## config.mk

```make
export PLATFORM = sky130hd
export DESIGN_NAME = adcsq_top
export DESIGN_NICKNAME = d
export VERILOG_FILES = /design/src/include/adcsq_pkg.sv /design/src/hdl/adcsq_clkdiv.sv /design/src/hdl/adcsq_top.sv
export SDC_FILE = /design/constraint.sdc
export NUM_CORES = 1
export LEC_CHECK = 0
export ABC_AREA = 1
export BUFFER_PORTS_ARGS = -buffer_cell sky130_fd_sc_hd__buf_2
export CAP_MARGIN = 20
export CORE_MARGIN = 2
export CORE_UTILIZATION = 56
export CTS_BUF_LIST = sky130_fd_sc_hd__clkbuf_4
export CTS_CLUSTER_SIZE = 12
export DETAILED_ROUTE_END_ITERATION = 12
export PLACE_DENSITY = 0.85
export SLEW_MARGIN = 20
export SYNTH_ARGS = -nofsm -noshare
export SYNTH_HDL_FRONTEND = slang
export SYNTH_SLANG_ARGS = --single-unit
```

## constraint.sdc

```tcl
create_clock -name core_clk -period 2.1 [get_ports core_clk]
set_clock_uncertainty 0.1 [all_clocks]
set_input_delay 0.21 -clock core_clk [delete_from_list [all_inputs] [get_ports core_clk]]
set_output_delay 0.21 -clock core_clk [all_outputs]
set_load 0.02 [all_outputs]
```

## src/include/adcsq_pkg.sv

```systemverilog
// package: register map, field positions, codes and timing for the converter sequencer
package adcsq_pkg;
	// register offsets on the plain register port
	localparam logic [2:0] ADCSQ_OFF_CTRL_A  = 3'h0; // converter_control_a
	localparam logic [2:0] ADCSQ_OFF_CTRL_B  = 3'h1; // converter_control_b
	localparam logic [2:0] ADCSQ_OFF_TRIG    = 3'h2; // converter_trigger_select
	localparam logic [2:0] ADCSQ_OFF_RES_HI  = 3'h3; // result high
	localparam logic [2:0] ADCSQ_OFF_RES_LO  = 3'h4; // result low
	localparam logic [2:0] ADCSQ_OFF_STATUS  = 3'h5; // done flag and busy state
	// field positions
	localparam int ADCSQ_POS_ENABLE = 0;  // converter_enable in control a
	localparam int ADCSQ_POS_GO     = 1;  // conversion status in control a
	localparam int ADCSQ_POS_CHAN   = 2;  // channel_select lsb in control a
	localparam int ADCSQ_POS_FMT    = 7;  // result_format_select in control b
	localparam int ADCSQ_POS_CLKSEL = 4;  // conversion_clock_select lsb in control b
	localparam int ADCSQ_POS_PREF   = 0;  // positive_reference_select lsb in control b
	localparam int ADCSQ_POS_TRIG   = 4;  // auto_start_source_select lsb in trigger reg
	// reset values
	localparam logic [7:0] ADCSQ_RST_CTRL = 8'h00; // all control registers
	// bit periods per conversion: 11.5, counted in half periods
	localparam int ADCSQ_CONV_HALF_PERIODS = 23;
	localparam int ADCSQ_RESULT_BITS       = 10;
	// system clock and rc period
	localparam int ADCSQ_CLK_MHZ     = 20;
	localparam int ADCSQ_RC_PERIOD_NS = 2000; // chosen within 1 to 6 us
	localparam int ADCSQ_CLK_NS      = 1000 / ADCSQ_CLK_MHZ;
	localparam int ADCSQ_RC_CYCLES   = ADCSQ_RC_PERIOD_NS / ADCSQ_CLK_NS;
	// channel codes
	localparam logic [4:0] ADCSQ_CH_LAST_PIN = 5'h0B; // analog input 11
	localparam logic [4:0] ADCSQ_CH_TEMP     = 5'h1D; // temperature indicator
	localparam logic [4:0] ADCSQ_CH_FIXREF   = 5'h1F; // fixed_reference_buffer
	// reference codes
	localparam logic [1:0] ADCSQ_REF_SUPPLY = 2'h0;
	localparam logic [1:0] ADCSQ_REF_PIN    = 2'h2;
	// trigger codes
	localparam logic [3:0] ADCSQ_TRG_NONE = 4'h0;
	localparam logic [3:0] ADCSQ_TRG_TMR0 = 4'h3;
	localparam logic [3:0] ADCSQ_TRG_TMR1 = 4'h4;
	localparam logic [3:0] ADCSQ_TRG_TMR2 = 4'h5;
	localparam logic [3:0] ADCSQ_TRG_LC1  = 4'h8;
	localparam logic [3:0] ADCSQ_TRG_LC2  = 4'h9;
	// analog front end selection carried as one group
	typedef struct packed {
		logic       channel_valid;  // a real channel is connected
		logic [4:0] channel_code;   // channel_select value
		logic       reference_pin;  // positive_reference_node on external pin
		logic       reference_ok;   // reference code not reserved
		logic       powered;        // converter_enable
	} adcsq_front_t;
	// sequencer states
	typedef enum logic [1:0] {ADCSQ_IDLE, ADCSQ_RUN} adcsq_state_t;
endpackage

```

## src/hdl/adcsq_clkdiv.sv

```systemverilog
// conversion clock tick generator: half-period ticks of the selected source
module adcsq_clkdiv
	import adcsq_pkg::*;
#(
	parameter int RC_CYCLES = ADCSQ_RC_CYCLES
) (
	input  wire logic       core_clk,
	input  wire logic       rst_n,
	input  wire logic       run,
	input  wire logic [2:0] clock_select,
	output logic            half_tick
);
	// refuse rc periods that the 7-bit half-period counter cannot hold
	if (RC_CYCLES < 2 || RC_CYCLES > 255) begin : g_bad_rc
		$error("rc period out of range");
	end
	logic [6:0] count;      // cycles in current half period
	logic [6:0] next_count; // next count
	logic [6:0] half_len;   // cycles per half bit period
	// half period length per code
	always_comb begin
		case (clock_select)
			3'h0: half_len = 7'h01;
			3'h4: half_len = 7'h02;
			3'h1: half_len = 7'h04;
			3'h5: half_len = 7'h08;
			3'h2: half_len = 7'h10;
			3'h6: half_len = 7'h20;
			default: half_len = 7'(RC_CYCLES / 2); // internal_rc_clock, both codes
		endcase
		half_tick = run && (count == half_len - 7'h01);
		if (!run || half_tick) begin
			next_count = 7'h00;
		end else begin
			next_count = count + 7'h01;
		end
	end
	// count register
	always_ff @(posedge core_clk or negedge rst_n) begin
		if (!rst_n) begin
			count <= 7'h00;
		end else begin
			count <= next_count;
		end
	end
endmodule

```

## src/hdl/adcsq_top.sv

```systemverilog
// converter sequencer control: registers, start/busy, triggers and result placement
// Function
// - five bit channel code selects input
// - writing status one starts, reads busy
// - hardware clears status on completion
// - enable bit set to one powers converter
// - right format zeroes high six bits
// - left format zeroes low six bits
// - three bit code picks conversion clock
// - reference code selects supply or pin
// - four bit code picks auto start source
// - sources act on rising edge only
// - timer overflow still sets own flag
// - left format places bits nine down
// - right format places bits nine eight
// - unimplemented control bits read zero
// - completion clears status, flags, loads result
// - abort loads partial, fill last bit
// - conversion lasts eleven and half periods
// - source edge sets status like software
//
// Local design decisions: the register addresses and the strobed register port.
module adcsq_top
	import adcsq_pkg::*;
#(
	parameter int RC_CYCLES = ADCSQ_RC_CYCLES
) (
	input  wire logic       core_clk,
	input  wire logic       rst_n,
	input  wire logic [2:0] reg_addr,
	input  wire logic [7:0] reg_wdata,
	input  wire logic       reg_write,
	input  wire logic       reg_read,
	output logic      [7:0] reg_rdata,
	input  wire logic       timer_zero_wrap_event,
	input  wire logic       timer_one_wrap_event,
	input  wire logic       timer_two_period_event,
	input  wire logic       logic_cell_one_output,
	input  wire logic       logic_cell_two_output,
	input  wire logic       comparator_out,
	output logic            sample_hold,
	output adcsq_front_t    front,
	output logic            conversion_done_flag
);
	// control fields
	logic       enable;         // converter_enable
	logic       busy;           // conversion status bit
	logic [4:0] chan;           // channel_select
	logic       fmt_right;      // result_format_select
	logic [2:0] clk_sel;        // conversion_clock_select
	logic [1:0] pref;           // positive_reference_select
	logic [3:0] trig_sel;       // auto_start_source_select
	logic [7:0] res_hi;         // result high register
	logic [7:0] res_lo;         // result low register
	logic       done_flag;      // completion flag, software clears
	logic [7:0] rdata;          // read data register
	// next values
	logic       next_enable;
	logic       next_busy;
	logic [4:0] next_chan;
	logic       next_fmt_right;
	logic [2:0] next_clk_sel;
	logic [1:0] next_pref;
	logic [3:0] next_trig_sel;
	logic [7:0] next_res_hi;
	logic [7:0] next_res_lo;
	logic       next_done_flag;
	logic [7:0] next_rdata;
	// sequencer state
	adcsq_state_t state;        // idle or converting
	adcsq_state_t next_state;
	logic [4:0]   half_cnt;     // half bit periods elapsed
	logic [4:0]   next_half_cnt;
	logic [9:0]   sar;          // successive approximation register
	logic [9:0]   next_sar;
	logic [3:0]   bit_idx;      // bits decided so far
	logic [3:0]   next_bit_idx;
	// trigger synchronisers and edge detect
	logic [4:0] trig_s1;        // first stage, read only by second
	logic [4:0] trig_s2;        // second stage
	logic [4:0] trig_s3;        // previous value for edge detect
	logic [1:0] cmp_sync;       // comparator synchroniser
	logic       trig_level;     // selected source level
	logic       trig_prev;      // selected source, one cycle earlier
	logic       trig_edge;      // rising edge of selected source
	logic       half_tick;      // half bit period tick
	logic       wr_go;          // software start
	logic       wr_stop;        // software abort
	logic       finish;         // normal completion
	logic       abort;          // early end
	logic [9:0] result;         // value to load
	logic [9:0] filled;         // partial value with fill

	// conversion clock ticks
	adcsq_clkdiv #(
		.RC_CYCLES (RC_CYCLES)
	) u_clkdiv (
		.core_clk     (core_clk),
		.rst_n        (rst_n),
		.run          (state == ADCSQ_RUN),
		.clock_select (clk_sel),
		.half_tick    (half_tick)
	);

	// two flop synchronisers for pin-side inputs
	always_ff @(posedge core_clk or negedge rst_n) begin
		if (!rst_n) begin
			trig_s1  <= 5'h00;
			trig_s2  <= 5'h00;
			trig_s3  <= 5'h00;
			cmp_sync <= 2'h0;
		end else begin
			trig_s1  <= {logic_cell_two_output, logic_cell_one_output,
				timer_two_period_event, timer_one_wrap_event, timer_zero_wrap_event};
			trig_s2  <= trig_s1;
			trig_s3  <= trig_s2;
			cmp_sync <= {cmp_sync[0], comparator_out};
		end
	end

	// source selection and rising edge; wrap events only observed, their own flags untouched
	always_comb begin
		case (trig_sel)
			ADCSQ_TRG_TMR0: begin trig_level = trig_s2[0]; trig_prev = trig_s3[0]; end
			ADCSQ_TRG_TMR1: begin trig_level = trig_s2[1]; trig_prev = trig_s3[1]; end
			ADCSQ_TRG_TMR2: begin trig_level = trig_s2[2]; trig_prev = trig_s3[2]; end
			ADCSQ_TRG_LC1:  begin trig_level = trig_s2[3]; trig_prev = trig_s3[3]; end
			ADCSQ_TRG_LC2:  begin trig_level = trig_s2[4]; trig_prev = trig_s3[4]; end
			default:        begin trig_level = 1'b0; trig_prev = 1'b0; end // none or reserved
		endcase
		trig_edge = trig_level && !trig_prev; // a held level starts nothing more
	end

	// analog front end selection
	always_comb begin
		front.channel_code  = chan;
		front.channel_valid = (chan <= ADCSQ_CH_LAST_PIN) || (chan == ADCSQ_CH_TEMP)
			|| (chan == ADCSQ_CH_FIXREF); // other codes connect nothing
		front.reference_pin = (pref == ADCSQ_REF_PIN);
		front.reference_ok  = (pref == ADCSQ_REF_SUPPLY) || (pref == ADCSQ_REF_PIN);
		front.powered       = enable;
	end

	// start, abort and result formatting
	always_comb begin
		wr_go   = reg_write && (reg_addr == ADCSQ_OFF_CTRL_A) && reg_wdata[ADCSQ_POS_GO];
		wr_stop = reg_write && (reg_addr == ADCSQ_OFF_CTRL_A) && !reg_wdata[ADCSQ_POS_GO];
		finish  = (state == ADCSQ_RUN) && half_tick
			&& (half_cnt == 5'(ADCSQ_CONV_HALF_PERIODS - 1));
		abort   = (state == ADCSQ_RUN) && !finish && (wr_stop || !enable);
		// unconverted bits copy the last decided bit
		filled = sar;
		for (int i = 0; i < ADCSQ_RESULT_BITS; i++) begin
			if (i < ADCSQ_RESULT_BITS - int'(bit_idx)) begin
				filled[i] = (bit_idx == 4'h0) ? 1'b0 : sar[ADCSQ_RESULT_BITS - int'(bit_idx)];
			end
		end
		result = finish ? sar : filled;
	end

	// sequencer: bit decisions every two half periods after sampling
	always_comb begin
		next_state    = state;
		next_half_cnt = half_cnt;
		next_sar      = sar;
		next_bit_idx  = bit_idx;
		case (state)
			ADCSQ_IDLE: begin
				if (enable && (wr_go || trig_edge)) begin
					next_state    = ADCSQ_RUN;
					next_half_cnt = 5'h00;
					next_sar      = 10'h000;
					next_bit_idx  = 4'h0;
				end
			end
			ADCSQ_RUN: begin
				if (finish || abort) begin
					next_state = ADCSQ_IDLE;
				end else if (half_tick) begin
					next_half_cnt = half_cnt + 5'h01;
					// decide one bit at the end of each full period from the second
					if (half_cnt[0] && half_cnt >= 5'h03 && bit_idx < 4'(ADCSQ_RESULT_BITS)) begin
						next_sar[4'(9) - bit_idx] = cmp_sync[1];
						next_bit_idx = bit_idx + 4'h1;
					end
				end
			end
			default: next_state = ADCSQ_IDLE;
		endcase
	end

	// register file next values
	always_comb begin
		next_enable    = enable;
		next_chan      = chan;
		next_fmt_right = fmt_right;
		next_clk_sel   = clk_sel;
		next_pref      = pref;
		next_trig_sel  = trig_sel;
		next_res_hi    = res_hi;
		next_res_lo    = res_lo;
		next_done_flag = done_flag;
		next_busy      = busy;
		if (reg_write) begin
			case (reg_addr)
				ADCSQ_OFF_CTRL_A: begin
					next_enable = reg_wdata[ADCSQ_POS_ENABLE];
					next_chan   = reg_wdata[ADCSQ_POS_CHAN +: 5];
				end
				ADCSQ_OFF_CTRL_B: begin
					next_fmt_right = reg_wdata[ADCSQ_POS_FMT];
					next_clk_sel   = reg_wdata[ADCSQ_POS_CLKSEL +: 3];
					next_pref      = reg_wdata[ADCSQ_POS_PREF +: 2];
				end
				ADCSQ_OFF_TRIG:   next_trig_sel = reg_wdata[ADCSQ_POS_TRIG +: 4];
				ADCSQ_OFF_RES_HI: next_res_hi   = reg_wdata;
				ADCSQ_OFF_RES_LO: next_res_lo   = reg_wdata;
				ADCSQ_OFF_STATUS: if (reg_wdata[0]) next_done_flag = 1'b0; // write one clears
				default: ;
			endcase
		end
		// busy follows the sequencer, set on start, cleared on end
		next_busy = (next_state == ADCSQ_RUN);
		if (finish || abort) begin
			if (finish) begin
				next_done_flag = 1'b1; // set wins over a clear
			end
			if (fmt_right) begin
				next_res_hi = {6'h00, result[9:8]};
				next_res_lo = result[7:0];
			end else begin
				next_res_hi = result[9:2];
				next_res_lo = {result[1:0], 6'h00};
			end
		end
		// read mux, unimplemented bits zero
		case (reg_addr)
			ADCSQ_OFF_CTRL_A: next_rdata = {1'b0, chan, busy, enable};
			ADCSQ_OFF_CTRL_B: next_rdata = {fmt_right, clk_sel, 2'h0, pref};
			ADCSQ_OFF_TRIG:   next_rdata = {trig_sel, 4'h0};
			ADCSQ_OFF_RES_HI: next_rdata = res_hi;
			ADCSQ_OFF_RES_LO: next_rdata = res_lo;
			ADCSQ_OFF_STATUS: next_rdata = {6'h00, busy, done_flag};
			default:          next_rdata = 8'h00;
		endcase
		if (!reg_read) begin
			next_rdata = 8'h00;
		end
	end

	// state registers
	always_ff @(posedge core_clk or negedge rst_n) begin
		if (!rst_n) begin
			state     <= ADCSQ_IDLE;
			half_cnt  <= 5'h00;
			sar       <= 10'h000;
			bit_idx   <= 4'h0;
			enable    <= ADCSQ_RST_CTRL[ADCSQ_POS_ENABLE];
			busy      <= 1'b0;
			chan      <= 5'h00;
			fmt_right <= ADCSQ_RST_CTRL[ADCSQ_POS_FMT];
			clk_sel   <= 3'h0;
			pref      <= 2'h0;
			trig_sel  <= 4'h0;
			res_hi    <= 8'h00;
			res_lo    <= 8'h00;
			done_flag <= 1'b0;
			rdata     <= 8'h00;
		end else begin
			state     <= next_state;
			half_cnt  <= next_half_cnt;
			sar       <= next_sar;
			bit_idx   <= next_bit_idx;
			enable    <= next_enable;
			busy      <= next_busy;
			chan      <= next_chan;
			fmt_right <= next_fmt_right;
			clk_sel   <= next_clk_sel;
			pref      <= next_pref;
			trig_sel  <= next_trig_sel;
			res_hi    <= next_res_hi;
			res_lo    <= next_res_lo;
			done_flag <= next_done_flag;
			rdata     <= next_rdata;
		end
	end

	// outputs
	assign reg_rdata            = rdata;
	assign conversion_done_flag = done_flag;
	assign sample_hold          = busy;
endmodule

```

==> impl_metrics.env <==
export IMPL_drive_gt1_share_pct=24.1
export IMPL_htree_levels=3
export IMPL_cap_violations=0
export IMPL_nNetsFinal=779
export IMPL_vias=4906
export IMPL_crit_type="reg -> reg"
export IMPL_antenna_found_initial=0
export IMPL_synth_seq_area_share_pct=44.3
export IMPL_die_w_um=97.7
export IMPL_gp_congestion=0.968
export IMPL_drt_met1_wl_um=5460
export IMPL_final_fill_count=666
export IMPL_n_antenna_cell=0
export IMPL_syn_inst=650
export IMPL_start_util_pct=56.9
export IMPL_yosysTopAreaCell="dfrtp_1"
export IMPL_utilization_pct=71.2
export IMPL_required_ns=2.40
export IMPL_setup_ws_ns=0.0209
export IMPL_status="finished clean"
export IMPL_worst_path_largest_cell_delay_ns=0.51
export IMPL_crit_top_cell="nand2_1"
export IMPL_first_iter_violations=434
export IMPL_synth_nets=682
export IMPL_cp_data_arrival_time_ns=2.38
export IMPL_fin_area_mm2=0.00615
export IMPL_port_buffers=39
export IMPL_grt_pass1_wl_um=21300
export IMPL_clock_latency_ns=0.46
export IMPL_routed_wl_um=13400
export IMPL_drc=0
export IMPL_dr_wl_met2_um=6710
export IMPL_synth_async_reset_ratio_pct=100
export IMPL_ys_flop_type="dfrtp_1"
export IMPL_ys_ff_latch=87
export IMPL_regToRegEndpoint="sar[7]"
export IMPL_io_pin_count=40
export IMPL_routed_top_layer="met4"
export IMPL_clkTransAtPathRegs_ns=0.15
export IMPL_grt_use_total_pct=27.7
export IMPL_grt_max_degree=49
export IMPL_post_route_period_util_pct=99.0
export IMPL_place_area_mm2=0.00544
export IMPL_hold_violations=0
export IMPL_rrSetupSlack_ns=0.02
export IMPL_avgViaCountPerCell=5.71
export IMPL_path_cells="inv_1 > nand3_1 > nand3_1 > nand2_1 > nor2_4 > nand2_1 > inv_2 > nor2_4 > clkinv_2 > nand2_4 > nor2_8 > clkbuf_16 > nand4_1 > nand2_1"
export IMPL_endpoint_kind="flop"
export IMPL_fp_coreArea_mm2=0.00864
export IMPL_regToRegStartpoint="clk_sel[1]"
export IMPL_slowest_stage="dfrtp_2"
export IMPL_synth_top_area_share_pct=44.3
export IMPL_setup_viol_count_final=0
export IMPL_synth_avg_cell_area_um2=7.56
export IMPL_cts_sinks=87
export IMPL_ant_nets=0
export IMPL_min_to="reg_rdata[0]"
export IMPL_cts_root_buf="clkbuf_4"
export IMPL_cts_buffer_depth=2
export IMPL_syn_area_mm2=0.00491
export IMPL_finalCriticalPeriod_ns=2.08
export IMPL_place_ws_ns=-0.0617
export IMPL_wl_per_cell_um=15.6
export IMPL_grt_pass1_vias=4515
export IMPL_hpwlAfterDp_um=9290
export IMPL_ir_drop_uv=408
export IMPL_synthTopCellsByArea="dfrtp_1 44%, nand2_1 15%, nand3_1 5.2%, inv_1 5.0%, nor2_1 4.9%"
export IMPL_rows=34
export IMPL_worstRegToRegCells=14
export IMPL_cts_tree="done"
export IMPL_cts_buffers=9
export IMPL_dr_pass1_iters=5
export IMPL_power_density_mw_per_mm2=712
export IMPL_route_met3_wl_um=1020
export IMPL_hold_depth=4
export IMPL_p_leak_nw=3.01
export IMPL_slew_violations=0
export IMPL_die_area_mm2=0.00954
export IMPL_syn_to_final_growth_pct=25.1
export IMPL_die_height_um=97.7
export IMPL_ys_types=41
export IMPL_grt_setup_unrepaired="true"
export IMPL_grt_ovfl_total=0
export IMPL_hold_class="in -> reg"
export IMPL_fmax_ghz=0.481
export IMPL_cp_start_kind="flop"
export IMPL_yosys_warnings=0
export IMPL_synth_edff_count=0
export IMPL_cp_max_fo=8
export IMPL_hp_start="reg_addr[2]"
[metrics by stage]
step / power, W / hold WS [ns] / instances / setup TNS, ns
CTS: 0.00421 / 0.00321 / 841 / 0
global route: 0.00463 / 0.0258 / 859 / -1.40
floorplan: 0.00279 / -0.186 / 650 / 0
global placement: 0.00315 / -0.0765 / 810 / 0
detailed placement: 0.00320 / -0.0760 / 810 / -0.235
finish: 0.00438 / 0.0277 / 859 / 0
[placed cells by master, fill, tap and decap left out, types with 13 or more instances in the layout]
cell / netlist / final
buf_4: 2 / 34
nand2_2: 2 / 13
nor2_1: 64 / 59
dlygate4sd3_1: 0 / 16
inv_1: 66 / 56
nand3_1: 51 / 46
buf_2: 4 / 38
dfrtp_1: 87 / 79
o21ai_0: 31 / 28
a21oi_1: 17 / 15
nand4_1: 37 / 37
nand2_1: 198 / 184
[what timing repair did]
action,in CTS,in global routing
resized for setup,6,77
setup buffers,0,14
gates cloned,0,4
hold buffers,16,0
endpoints found under the hold margin,108,0
endpoints found under the setup margin,19,35
pin swaps,0,28
[registers in the layout, summed over array words and instances (netlist names), 3 cells and up]
register	cells
sar	10
half_cnt	5
trig_s3	5
chan	5
trig_s2	5
u_clkdiv.count	7
trig_s1	5
bit_idx	4
res_lo	8
reg_rdata	8
clk_sel	3
trig_sel	4
res_hi	8
[Yosys cell counts (4+ instances only)]
library cell and instances:
a21oi_1 17, a221oi_1 5, buf_2 4, clkbuf_1 8, clkinv_1 5, dfrtp_1 87
ha_1 11, inv_1 66, nand2_1 198, nand2_4 4, nand3_1 51, nand4_1 37
nor2_1 64, nor3_1 13, o21ai_0 31, o22ai_1 5, xor2_1 5
[layer usage]
layer / GRT usage, % / vias up
met2: 46.0 / 208
met5: 0 / -
li1: - / 2329
met1: 35.9 / 2338
met4: 9.19 / 0
met3: 6.62 / 31
[worst max path at each step]
stage	to	startpoint	cells after the start	slack, ns
floorplan	res_hi[0]	bit_idx[0]	14	0.04
global placement	res_hi[3]	bit_idx[1]	12	0.02
detailed placement	res_lo[7]	bit_idx[1]	14	-0.06
CTS	res_lo[7]	bit_idx[1]	14	0.02
global route	sar[7]	trig_sel[2]	11	-0.09
finish	sar[7]	clk_sel[1]	14	0.02
[critical path: cells and delay by family, from the launching register on]
family        cells  cell delay [ns]
simple gates     10             0.97
flops             1             0.51
buf+inv           4             0.45
[power breakdown]
group | switching, W | leakage, nW | total (W) | internal [W]
Combinational | 0.000779 | 1.86 | 0.00131 | 0.000527
Sequential | 0.000199 | 1.09 | 0.00209 | 0.00189
Clock | 0.000621 | 0.0650 | 0.000985 | 0.000364
Total | 0.00160 | 3.01 | 0.00438 | 0.00278
[area by class of cell]
class	instances	area (um^2)	area share [%]
clock inverters	6	70.1	1.14
clock buffers	9	67.6	1.10
multi-input cells	472	2570	41.8
inverters	76	317	5.15
repair inverters	1	5.00	0.0814
repair buffers	100	798	13.0
well taps	108	135	2.20
flip-flops and latches	87	2190	35.6
[kinds of logic (layout without fill, tap and decap cells)]
| logic type | count (synthesis) | in the layout | synth area share (%) |
|---|---|---|---|
| AND/OR/NAND/NOR | 380 | 381 | 35.0 |
| buffers and inverters | 93 | 192 | 7.94 |
| flip-flops | 87 | 87 | 44.3 |
| AO/OA/AOI/OAI | 70 | 71 | 8.30 |
| adder cells (fa/ha/maj) | 11 | 11 | 2.80 |
| XOR/XNOR | 5 | 5 | 0.891 |
| multiplexers | 3 | 3 | 0.662 |
| other | 1 | 1 | 0.0763 |
Power figures use the tool's default switching activity.
